File: src/eag_pkg.sv
// Shared constants and types of the effective address generator
package eag_pkg;

  typedef enum logic [2:0] {
    M_DREG  = 3'b000,
    M_AREG  = 3'b001,
    M_IND   = 3'b010,
    M_POST  = 3'b011,
    M_PRE   = 3'b100,
    M_DISP  = 3'b101,
    M_INDEX = 3'b110,
    M_SPEC  = 3'b111
  } eag_mode_t;

  typedef enum logic [1:0] {
    SZ_BYTE = 2'h0,
    SZ_WORD = 2'h1,
    SZ_LONG = 2'h2
  } eag_size_t;

  typedef enum logic [2:0] {
    S_IDLE   = 3'b000,
    S_BASE   = 3'b001,
    S_EXT    = 3'b010,
    S_IDX    = 3'b011,
    S_FINISH = 3'b100
  } eag_state_t;

  localparam int EA_MODE_HI   = 5;
  localparam int EA_MODE_LO   = 3;
  localparam int EA_REG_HI    = 2;
  localparam int EA_REG_LO    = 0;
  localparam logic [2:0] STACK_POINTER_REG = 3'h7;
  localparam logic [31:0] STEP_1 = 32'h1;
  localparam logic [31:0] STEP_2 = 32'h2;
  localparam logic [31:0] STEP_4 = 32'h4;
  localparam int IDX_AREG_BIT = 15;
  localparam int IDX_REG_HI   = 14;
  localparam int IDX_REG_LO   = 12;
  localparam int IDX_LONG_BIT = 11;
  localparam int DISP8_SIGN   = 7;
  localparam logic [31:0] ADDR_RST = 32'h0;
  localparam logic [15:0] WORD_RST = 16'h0;
  localparam logic [3:0]  IDX_RST  = 4'h0;

endpackage : eag_pkg

File: src/eag_ext_if.sv
// Carrier between the address sequencer and the extension word unit
`timescale 1ns/100ps
interface eag_ext_if;
  logic        start;
  logic        done;
  logic [31:0] disp16_sx;
  logic [31:0] disp8_sx;
  logic [3:0]  idx_sel;
  logic        idx_long;

  modport ctl   (output start, input done, disp16_sx, disp8_sx, idx_sel,
                 idx_long);
  modport fetch (input start, output done, disp16_sx, disp8_sx, idx_sel,
                 idx_long);
endinterface : eag_ext_if

File: src/eag_ext_unit.sv
// Extension word fetch and field decode
`timescale 1ns/100ps
module eag_ext_unit (
  input  wire logic        clk,
  input  wire logic        sys_rst,
  output logic             ext_req_r,
  input  wire logic        ext_valid,
  input  wire logic [15:0] ext_word,
  eag_ext_if.fetch         xf
);

  logic [15:0] word_r;
  logic        done_r;
  logic        take;

  assign take = ext_req_r && ext_valid;

  // Word right after the operation word belongs to the same instruction
  always_ff @(posedge clk or posedge sys_rst)
  begin
    if (sys_rst)
    begin
      ext_req_r <= 1'b0;
      done_r    <= 1'b0;
      word_r    <= eag_pkg::WORD_RST;
    end
    else
    begin
      done_r <= take;
      if (take)
      begin
        ext_req_r <= 1'b0;
        word_r    <= ext_word;
      end
      else if (xf.start)
        ext_req_r <= 1'b1;
    end
  end

  assign xf.done      = done_r;
  assign xf.disp16_sx = {{16{word_r[15]}}, word_r};
  assign xf.disp8_sx  = {{24{word_r[eag_pkg::DISP8_SIGN]}},
                         word_r[eag_pkg::DISP8_SIGN:0]};
  assign xf.idx_sel   = {word_r[eag_pkg::IDX_AREG_BIT],
                         word_r[eag_pkg::IDX_REG_HI:eag_pkg::IDX_REG_LO]};
  assign xf.idx_long  = word_r[eag_pkg::IDX_LONG_BIT];

endmodule : eag_ext_unit

File: src/eag_addr_gen.sv
// Effective address decode and operand address sequencer
`timescale 1ns/100ps
// Operation
// - The six-bit address field splits into a 3-bit mode and a 3-bit register number.
// - The mode picks the addressing mode and the register number picks its register.
// - Extra operand information comes from the words right after the operation word, as part of the instruction.
// - Register direct modes place the operand in one of 16 general registers, not memory.
// - Data register direct uses the data register named by the register number.
// - Address register direct uses the address register named by the register number.
// - Indirect mode uses the address register as the address, a data reference unless it is a jump.
// - Postincrement uses the register then adds one, two or four for byte, word or long, as data.
// - A byte postincrement of the stack pointer adds two to keep it word aligned.
// - Predecrement subtracts one, two or four first and then uses the register, as data.
// - A byte predecrement of the stack pointer subtracts two to keep it word aligned.
// - Displacement mode takes one extension word and adds its sign-extended 16 bits to the register.
// - Index mode takes one extension word and adds its sign-extended low byte and an index register.
// - Mode codes 000 to 110 map to the seven register modes; 111 selects the special modes.
// - The stack pointer meant above is address register seven.
module eag_addr_gen (
  input  wire logic        clk,
  input  wire logic        sys_rst,
  input  wire logic        start,
  input  wire logic [5:0]  ea_field,
  input  wire logic [1:0]  op_size,
  input  wire logic        is_jump,
  output logic             busy_r,
  output logic             ext_req_r,
  input  wire logic        ext_valid,
  input  wire logic [15:0] ext_word,
  output logic [3:0]       rf_rd_idx_r,
  input  wire logic [31:0] rf_rd_data,
  output logic             done_r,
  output logic [31:0]      ea_addr_r,
  output logic             is_mem_r,
  output logic             data_ref_r,
  output logic             direct_r,
  output logic [3:0]       direct_idx_r,
  output logic             special_r,
  output logic             wb_en_r,
  output logic [3:0]       wb_idx_r,
  output logic [31:0]      wb_data_r
);

  eag_pkg::eag_state_t st_r;
  eag_pkg::eag_state_t st_nxt;
  eag_pkg::eag_mode_t  mode_r;
  logic [2:0]          reg_r;
  logic [1:0]          size_r;
  logic                jump_r;
  logic [31:0]         base_r;
  logic [31:0]         idx_r;
  logic [31:0]         step;
  logic [31:0]         ea_calc;
  logic [31:0]         wb_calc;
  logic [31:0]         idx_val;
  logic                take;
  logic                is_direct;
  logic                is_special;
  logic                needs_ext;
  logic                is_update;
  logic                on_sp;

  eag_ext_if xf ();

  eag_ext_unit u_ext (
    .clk       (clk),
    .sys_rst   (sys_rst),
    .ext_req_r (ext_req_r),
    .ext_valid (ext_valid),
    .ext_word  (ext_word),
    .xf        (xf)
  );

  assign take       = (st_r == eag_pkg::S_IDLE) && start;
  assign is_direct  = (mode_r == eag_pkg::M_DREG) ||
                      (mode_r == eag_pkg::M_AREG);
  assign is_special = (mode_r == eag_pkg::M_SPEC);
  assign needs_ext  = (mode_r == eag_pkg::M_DISP) ||
                      (mode_r == eag_pkg::M_INDEX);
  assign is_update  = (mode_r == eag_pkg::M_POST) ||
                      (mode_r == eag_pkg::M_PRE);
  assign on_sp      = (reg_r == eag_pkg::STACK_POINTER_REG);
  assign xf.start   = (st_r == eag_pkg::S_BASE) && needs_ext;

  // Byte steps on the stack pointer go by two so it never turns odd
  assign step = (size_r == eag_pkg::SZ_BYTE) ?
                (on_sp ? eag_pkg::STEP_2 : eag_pkg::STEP_1) :
                (size_r == eag_pkg::SZ_WORD) ? eag_pkg::STEP_2 :
                eag_pkg::STEP_4;

  // Plain 32-bit sums wrap on overflow
  assign ea_calc =
    (mode_r == eag_pkg::M_PRE)   ? base_r - step :
    (mode_r == eag_pkg::M_DISP)  ? base_r + xf.disp16_sx :
    (mode_r == eag_pkg::M_INDEX) ? base_r + xf.disp8_sx + idx_r :
    base_r;
  assign wb_calc = (mode_r == eag_pkg::M_POST) ? base_r + step :
                   base_r - step;
  assign idx_val = xf.idx_long ? rf_rd_data :
                   {{16{rf_rd_data[15]}}, rf_rd_data[15:0]};

  always_comb
  begin
    st_nxt = st_r;
    case (st_r)
      eag_pkg::S_IDLE:
        if (start)
          st_nxt = (ea_field[5:4] == 2'b00 || ea_field[5:3] == 3'b111) ?
                   eag_pkg::S_FINISH : eag_pkg::S_BASE;
      eag_pkg::S_BASE:
        st_nxt = needs_ext ? eag_pkg::S_EXT : eag_pkg::S_FINISH;
      eag_pkg::S_EXT:
        if (xf.done)
          st_nxt = (mode_r == eag_pkg::M_INDEX) ? eag_pkg::S_IDX :
                   eag_pkg::S_FINISH;
      eag_pkg::S_IDX:
        st_nxt = eag_pkg::S_FINISH;
      eag_pkg::S_FINISH:
        st_nxt = eag_pkg::S_IDLE;
      default:
        st_nxt = eag_pkg::S_IDLE;
    endcase
  end

  always_ff @(posedge clk or posedge sys_rst)
  begin
    if (sys_rst)
    begin
      st_r   <= eag_pkg::S_IDLE;
      mode_r <= eag_pkg::M_DREG;
      reg_r  <= 3'h0;
      size_r <= eag_pkg::SZ_BYTE;
      jump_r <= 1'b0;
      busy_r <= 1'b0;
    end
    else
    begin
      st_r   <= st_nxt;
      busy_r <= (st_nxt != eag_pkg::S_IDLE);
      if (take)
      begin
        mode_r <= eag_pkg::eag_mode_t'(
                  ea_field[eag_pkg::EA_MODE_HI:eag_pkg::EA_MODE_LO]);
        reg_r  <= ea_field[eag_pkg::EA_REG_HI:eag_pkg::EA_REG_LO];
        size_r <= op_size;
        jump_r <= is_jump;
      end
    end
  end

  // Register file reads are combinational on the index we hold
  always_ff @(posedge clk or posedge sys_rst)
  begin
    if (sys_rst)
    begin
      rf_rd_idx_r <= eag_pkg::IDX_RST;
      base_r      <= eag_pkg::ADDR_RST;
      idx_r       <= eag_pkg::ADDR_RST;
    end
    else
    begin
      if (take)
        rf_rd_idx_r <= {1'b1, ea_field[2:0]};
      else if (st_r == eag_pkg::S_EXT && xf.done)
        rf_rd_idx_r <= xf.idx_sel;
      if (st_r == eag_pkg::S_BASE)
        base_r <= rf_rd_data;
      if (st_r == eag_pkg::S_IDX)
        idx_r <= idx_val;
    end
  end

  always_ff @(posedge clk or posedge sys_rst)
  begin
    if (sys_rst)
    begin
      done_r       <= 1'b0;
      ea_addr_r    <= eag_pkg::ADDR_RST;
      is_mem_r     <= 1'b0;
      data_ref_r   <= 1'b0;
      direct_r     <= 1'b0;
      direct_idx_r <= eag_pkg::IDX_RST;
      special_r    <= 1'b0;
      wb_en_r      <= 1'b0;
      wb_idx_r     <= eag_pkg::IDX_RST;
      wb_data_r    <= eag_pkg::ADDR_RST;
    end
    else
    begin
      done_r  <= (st_r == eag_pkg::S_FINISH);
      wb_en_r <= (st_r == eag_pkg::S_FINISH) && is_update;
      if (st_r == eag_pkg::S_FINISH)
      begin
        ea_addr_r    <= ea_calc;
        is_mem_r     <= !is_direct && !is_special;
        direct_r     <= is_direct;
        direct_idx_r <= {(mode_r == eag_pkg::M_AREG), reg_r};
        special_r    <= is_special;
        // Update modes are always data; other memory modes yield to jumps
        data_ref_r   <= !is_direct && !is_special &&
                        (is_update || !jump_r);
        wb_idx_r     <= {1'b1, reg_r};
        wb_data_r    <= wb_calc;
      end
    end
  end
endmodule : eag_addr_gen

File: config.mk
export PLATFORM = sky130hd
export DESIGN_NAME = eag_addr_gen
export DESIGN_NICKNAME = d
export VERILOG_FILES = /design/src/eag_pkg.sv /design/src/eag_ext_if.sv /design/src/eag_ext_unit.sv /design/src/eag_addr_gen.sv
export SDC_FILE = /design/constraint.sdc
export NUM_CORES = 1
export LEC_CHECK = 0
export BUFFER_PORTS_ARGS = -buffer_cell sky130_fd_sc_hd__buf_2
export CORE_ASPECT_RATIO = 1.75
export CORE_MARGIN = 4
export CORE_UTILIZATION = 50
export DETAILED_ROUTE_END_ITERATION = 10
export PLACE_DENSITY = 0.71
export SLEW_MARGIN = 20
export SYNTH_ARGS = -nofsm -noshare
export SYNTH_HDL_FRONTEND = slang
export SYNTH_HIERARCHICAL = 1
export SYNTH_SLANG_ARGS = --single-unit
File: constraint.sdc
create_clock -name clk -period 5.57 [get_ports clk]
set_clock_uncertainty 0.1 [all_clocks]
set_input_delay 1.114 -clock clk [delete_from_list [all_inputs] [get_ports clk]]
set_output_delay 1.114 -clock clk [all_outputs]
set_load 0.05 [all_outputs]
=== Word level (Yosys, flattened, before mapping) ===
Cells that the tools add are included.

* Flip-flop bits (word level): 177
* Latch bits: 0
* Bits in writable memories: 0
* Bits in read-only memories: 0
* Output and inout port bits: 84
* Word-level logic and storage cells: 80
* Memories: 0

* Add/sub/neg operators: 5
* Multiply operators: 0
* Divide/modulo/power cells: 0
* $lt $le $gt $ge: 0
* Equality and inequality tests: 13
* Shift-type cells: 0
* Muxes and demuxes: 18
* Bitwise operators: 0
* Reduce and logical (&&, ||, !) cells: 22

{| class="wikitable"
|+ Operators with widths
! operator !! count
|-
| $mux 32 || 5
|-
| $add 32x32->32 || 3
|-
| $add 32x3->32 || 1
|-
| $sub 32x3->32 || 1
|-
| $eq 3x3->1 const B || 7
|-
| $mux 3 || 7
|-
| $pmux 3 s4 || 1
|-
| $eq 3x2->1 const B || 3
|-
| $mux 4 || 2
|-
| $logic_and 1x1->1 || 7
|-
| $eq 3x1->1 const B || 2
|-
| $logic_not 3->1 || 2
|-
| $logic_or 1x1->1 || 5
|-
| $logic_not 2->1 || 2
|-
| $reduce_bool 2->1 || 2
|-
| $logic_not 1->1 || 3
|-
| $reduce_bool 3->1 || 1
|-
| $eq 2x1->1 const B || 1
|-
| $mux 1 || 2
|-
| $mux 2 || 1
|}

=== Longest topological paths before layout ===
* Depth after elaboration: 6
* Mapped depth: 16
* Mapped depth without buffers: 15

=== Hierarchy ===
Netlist, hierarchy kept.

{| class="wikitable"
|+ By module, submodules not included
! module !! instances !! cells each !! area each (µm²)
|-
| eag_addr_gen || 1 || 1407 || 12074.1
|-
| eag_ext_unit || 1 || 93 || 1106.1
|}

=== Worst setup path before layout ===
No wires, ideal clock.

* Path type: register -> register
* From: reg u_ext.word_r[7]
* To: reg ea_addr_r[31]
* Library setup time: 126 ps
* Arrival: 3406 ps
* Path slack: 1938 ps
* Cell stages (with the launch flop): 12
* Buffers on the path: 1
* Cells stage by stage: dfrtp_1 > buf_4 > fa_1 > ha_1 > a21o_1 > o21bai_1 > a21o_1 > a2111oi_0 > nor3_1 > a211oi_1 > a31oi_1 > a221o_1

* Word-level cells in the longest chain between the ends: 5

{| class="wikitable"
|+ Ends and longest elaborated chain
! what !! RTL line !! RTL
|-
| start: declaration || eag_ext_unit.sv:12 || <nowiki>logic [15:0] word_r;</nowiki>
|-
| start signal: assignment || eag_ext_unit.sv:25 || <nowiki>word_r <= eag_pkg::WORD_RST;</nowiki>
|-
| start signal: assignment || eag_ext_unit.sv:33 || <nowiki>word_r <= ext_word;</nowiki>
|-
| $add 32x32->32 (2 in series) || eag_addr_gen.sv:95 || <nowiki>(mode_r == eag_pkg::M_INDEX) ? base_r + xf.disp8_sx + idx_r :</nowiki>
|-
| $mux 32 || eag_addr_gen.sv:95 ||
|-
| $mux 32 (*) || eag_addr_gen.sv:94 || <nowiki>(mode_r == eag_pkg::M_DISP) ? base_r + xf.disp16_sx :</nowiki>
|-
| $mux 32 (*) || eag_addr_gen.sv:93 || <nowiki>(mode_r == eag_pkg::M_PRE) ? base_r - step :</nowiki>
|-
| end signal: assignment || eag_addr_gen.sv:178 || <nowiki>ea_addr_r <= eag_pkg::ADDR_RST;</nowiki>
|-
| end signal: assignment || eag_addr_gen.sv:194 || <nowiki>ea_addr_r <= ea_calc;</nowiki>
|-
| end: declaration || eag_addr_gen.sv:33 || <nowiki>output logic [31:0] ea_addr_r,</nowiki>
|}

Every way passes the cells marked *; elsewhere a longest branch is shown, timed or not.
A chain may end at the register's enable or synchronous reset.

=== Worst setup path in the final report ===
* From: reg u_ext.word_r[7]
* To: reg ea_addr_r[27]

Same word-level chain as after synthesis.

==> metrics.txt <==
Port Buffers=144; wire length on met2=22.7 mm; HPWL after DPL=32.9 mm; routability cong.=0.985; RR Endpoint=ea_addr_r[27]; share of cells above drive strength 1=0.179; Hold EP=wb_idx_r[3]; crit-path max cell delay=between 0.9 and 1 ns; most frequent cell after synthesis=nand2_1; vias in the first global route=around 12,000; slowest CP cell=dfrtp_1; Antenna Cells=0; RSZ-0062 raised after global routing=false; worst reg-to-reg path cell count=11; clock buffer depth=2; worst skew pair latency=~0.46 ns; hold path cells=1; CTS Hold Bufs=0; Hold Slack=0.372 ns; crit-path cells=fa_1 -> ha_1 -> a21oi_1 -> nor2_1 -> nor4b_1 -> a211oi_1 -> o21ai_0 -> o21bai_1 -> xnor2_1 -> o21ai_0 -> a22o_1; status=completed; crit path kind=flop to flop; vias per cell=6.14; CP Depth=11; die area=29,100 um2; CTS tree=yes; Slew Viols, Final=0; setup bufs post-CTS=0; Max Cap Violations=0; nets=1,700; clk root buf=clkbuf_16; Post-Syn Area=13,200 um2; fin crit period=about 4.4 ns; Tcrit/Tclk final=0.783; remaining global-route overflow=0; syn_area_per_cell=between 8 and 9 um2; synth cell count leaders=nand2_1 (201), dfrtp_1 (174), o21ai_0 (133); CTS Buf Count=17; Starting Density=0.508; Buf+Inv Stages, Crit Path=0; worst r2r src=u_ext/word_r[7]; HP Class=flop to flop; Met1 Wirelength=13.9 mm; syn_nets=around 1,700; warnings from Yosys=6; Post-synth EDFFs=0; # rows=78; ranking of synthesized cells by area=dfrtp_1 (33%), ha_1 (6.4%), nand2_1 (5.7%); drt first pass iters=5; CP Launch Type=flop; Top FF cell, synth=dfrtp_1; top cell type's share of synthesized area=0.330; Critical Path Sink Type=flop; Max H-tree Level=4; met3 wire length=between 1 and 1.5 mm; Detail Route Antenna Nets=0; Vias=11,479; final setup fails=0; Required @ worst endpoint=5.82 ns; Filler Cells Inserted=2,357; Slew HR=0.314; post-DR wirelength/cell=~22 um; Post-synth ARST share=1.00; Yosys cell types=a little under 70; first-pass GRT wire length=~64 mm; sequential element share of the synthesized area=0.330; cell family with most CP delay=compound AO/OA/AOI/OAI gates; setup_tns=0 ns; antenna violations before repair=0; drt total wl=41.9 mm; IO Pins=145; Synth Instances=~1,500; Die Wd=131 um; largest fanout on the critical path=19; Initial DRC Count=774; Highest Signal Layer=met4; Syn-to-layout area delta=8.92%; final hold violations=0; r2r setup slk=1.21 ns; highest clock rate=229 MHz; FF+latch count, synth=174; Residual DRC=0; Core ar.=26,000 um2; CTS resizes=0; largest net degree at the start of global routing=98; Overall Global Routing Usage=0.294; Die H=223 um; clk slew on worst S/H paths=approximately 0.070 ns; worst-margin pin slew=1.03 ns; hold_sp=wb_idx_r[3]; Clock Sinks=174; Crit path top cell by count=o21ai_0; CP Data Arrival Time=4.61 ns; post-synth top area cell=dfrtp_1
==> state kept, by name (all words and copies together), names as in the netlist, 2 cells and up <==
name          flops
direct_idx_r      4
st_r              3
size_r            2
rf_rd_idx_r       4
ea_addr_r        32
reg_r             3
base_r           32
mode_r            3
idx_r            32
wb_data_r        32
u_ext/word_r     16
==> layout by cell type, fill, tap and decap left out, types with 8 or more instances in the layout <==
master / Yosys / routed
o21a_1: 8 / 8
o211ai_1: 11 / 11
a21oi_1: 116 / 116
o22ai_1: 19 / 19
dfrtp_1: 174 / 174
xnor2_1: 53 / 53
nand2_1: 201 / 200
a31oi_1: 22 / 22
nand4_1: 16 / 16
buf_4: 57 / 17
fa_1: 35 / 35
mux2i_1: 12 / 12
a211oi_1: 14 / 14
mux2_2: 55 / 55
nor2b_1: 9 / 8
or3_1: 8 / 8
o31ai_1: 9 / 9
nand2b_1: 19 / 19
buf_2: 3 / 144
o21ai_0: 133 / 133
a21o_1: 29 / 29
ha_1: 67 / 67
xor2_1: 39 / 39
clkbuf_16: 0 / 17
o21bai_1: 11 / 11
inv_1: 32 / 31
nand3_1: 28 / 28
and3_1: 11 / 11
mux2_4: 9 / 9
nor3_1: 37 / 37
nor4_1: 9 / 9
nor2_1: 82 / 81
==> through the flow <==
step	worst slack [ns]	utilization	instance area (um2)	instances
2_1_floorplan	0.149	-	13200	1500
3_3_place_gp	1.35	0.528	13700	1838
5_1_grt	0.879	0.553	14400	1870
6_report	1.21	0.553	14400	1870
3_5_place_dp	1.28	0.528	13700	1838
4_1_cts	1.27	0.553	14300	1870
==> worst register-to-register path: stages, from the launching register on <==
cell      delay (ns)
dfrtp_1         0.99
fa_1            0.56
ha_1            0.38
a21oi_1         0.31
nor2_1          0.09
nor4b_1         0.42
a211oi_1        0.17
o21ai_0         0.55
o21bai_1        0.18
xnor2_1         0.22
o21ai_0         0.10
a22o_1          0.21
==> routing by layer <==
layer | GRT usage | vias up
met5 | 0 | -
met1 | 0.292 | 5529
met3 | 0.0378 | 168
met4 | 0.227 | 0
li1 | - | 5381
met2 | 0.531 | 401
==> logic make-up after synthesis <==
family / synth area share
AO/OA/AOI/OAI: 0.196
adder cells (fa/ha/maj): 0.117
flip-flops: 0.330
XOR/XNOR: 0.0611
multiplexers: 0.0664
AND/OR/NAND/NOR: 0.161
buffers and inverters: 0.0684
==> cell type report <==
type                            instances  area, um2  area share
Timing Repair Buffer                  162        868      0.0605
Clock inverter                         14        204      0.0142
Inverter                               34        133     0.00924
Multi-Input combinational cell       1148       7960       0.554
Sequential cell                       174       4350       0.303
Clock buffer                           18        439      0.0306
Tap cell                              320        400      0.0279
==> how the worst max path moves through the flow <==
stage | startpoint | end
finish | u_ext/word_r[7] | ea_addr_r[27]
CTS | u_ext/word_r[7] | ea_addr_r[27]
floorplan | sys_rst | base_r[0]
detailed placement | u_ext/word_r[7] | ea_addr_r[27]
global route | u_ext/word_r[7] | ea_addr_r[27]
global placement | u_ext/word_r[7] | ea_addr_r[31]
Power is not shown: default switching activity piles up to over one toggle a cycle in this logic, so the estimate is an artifact.
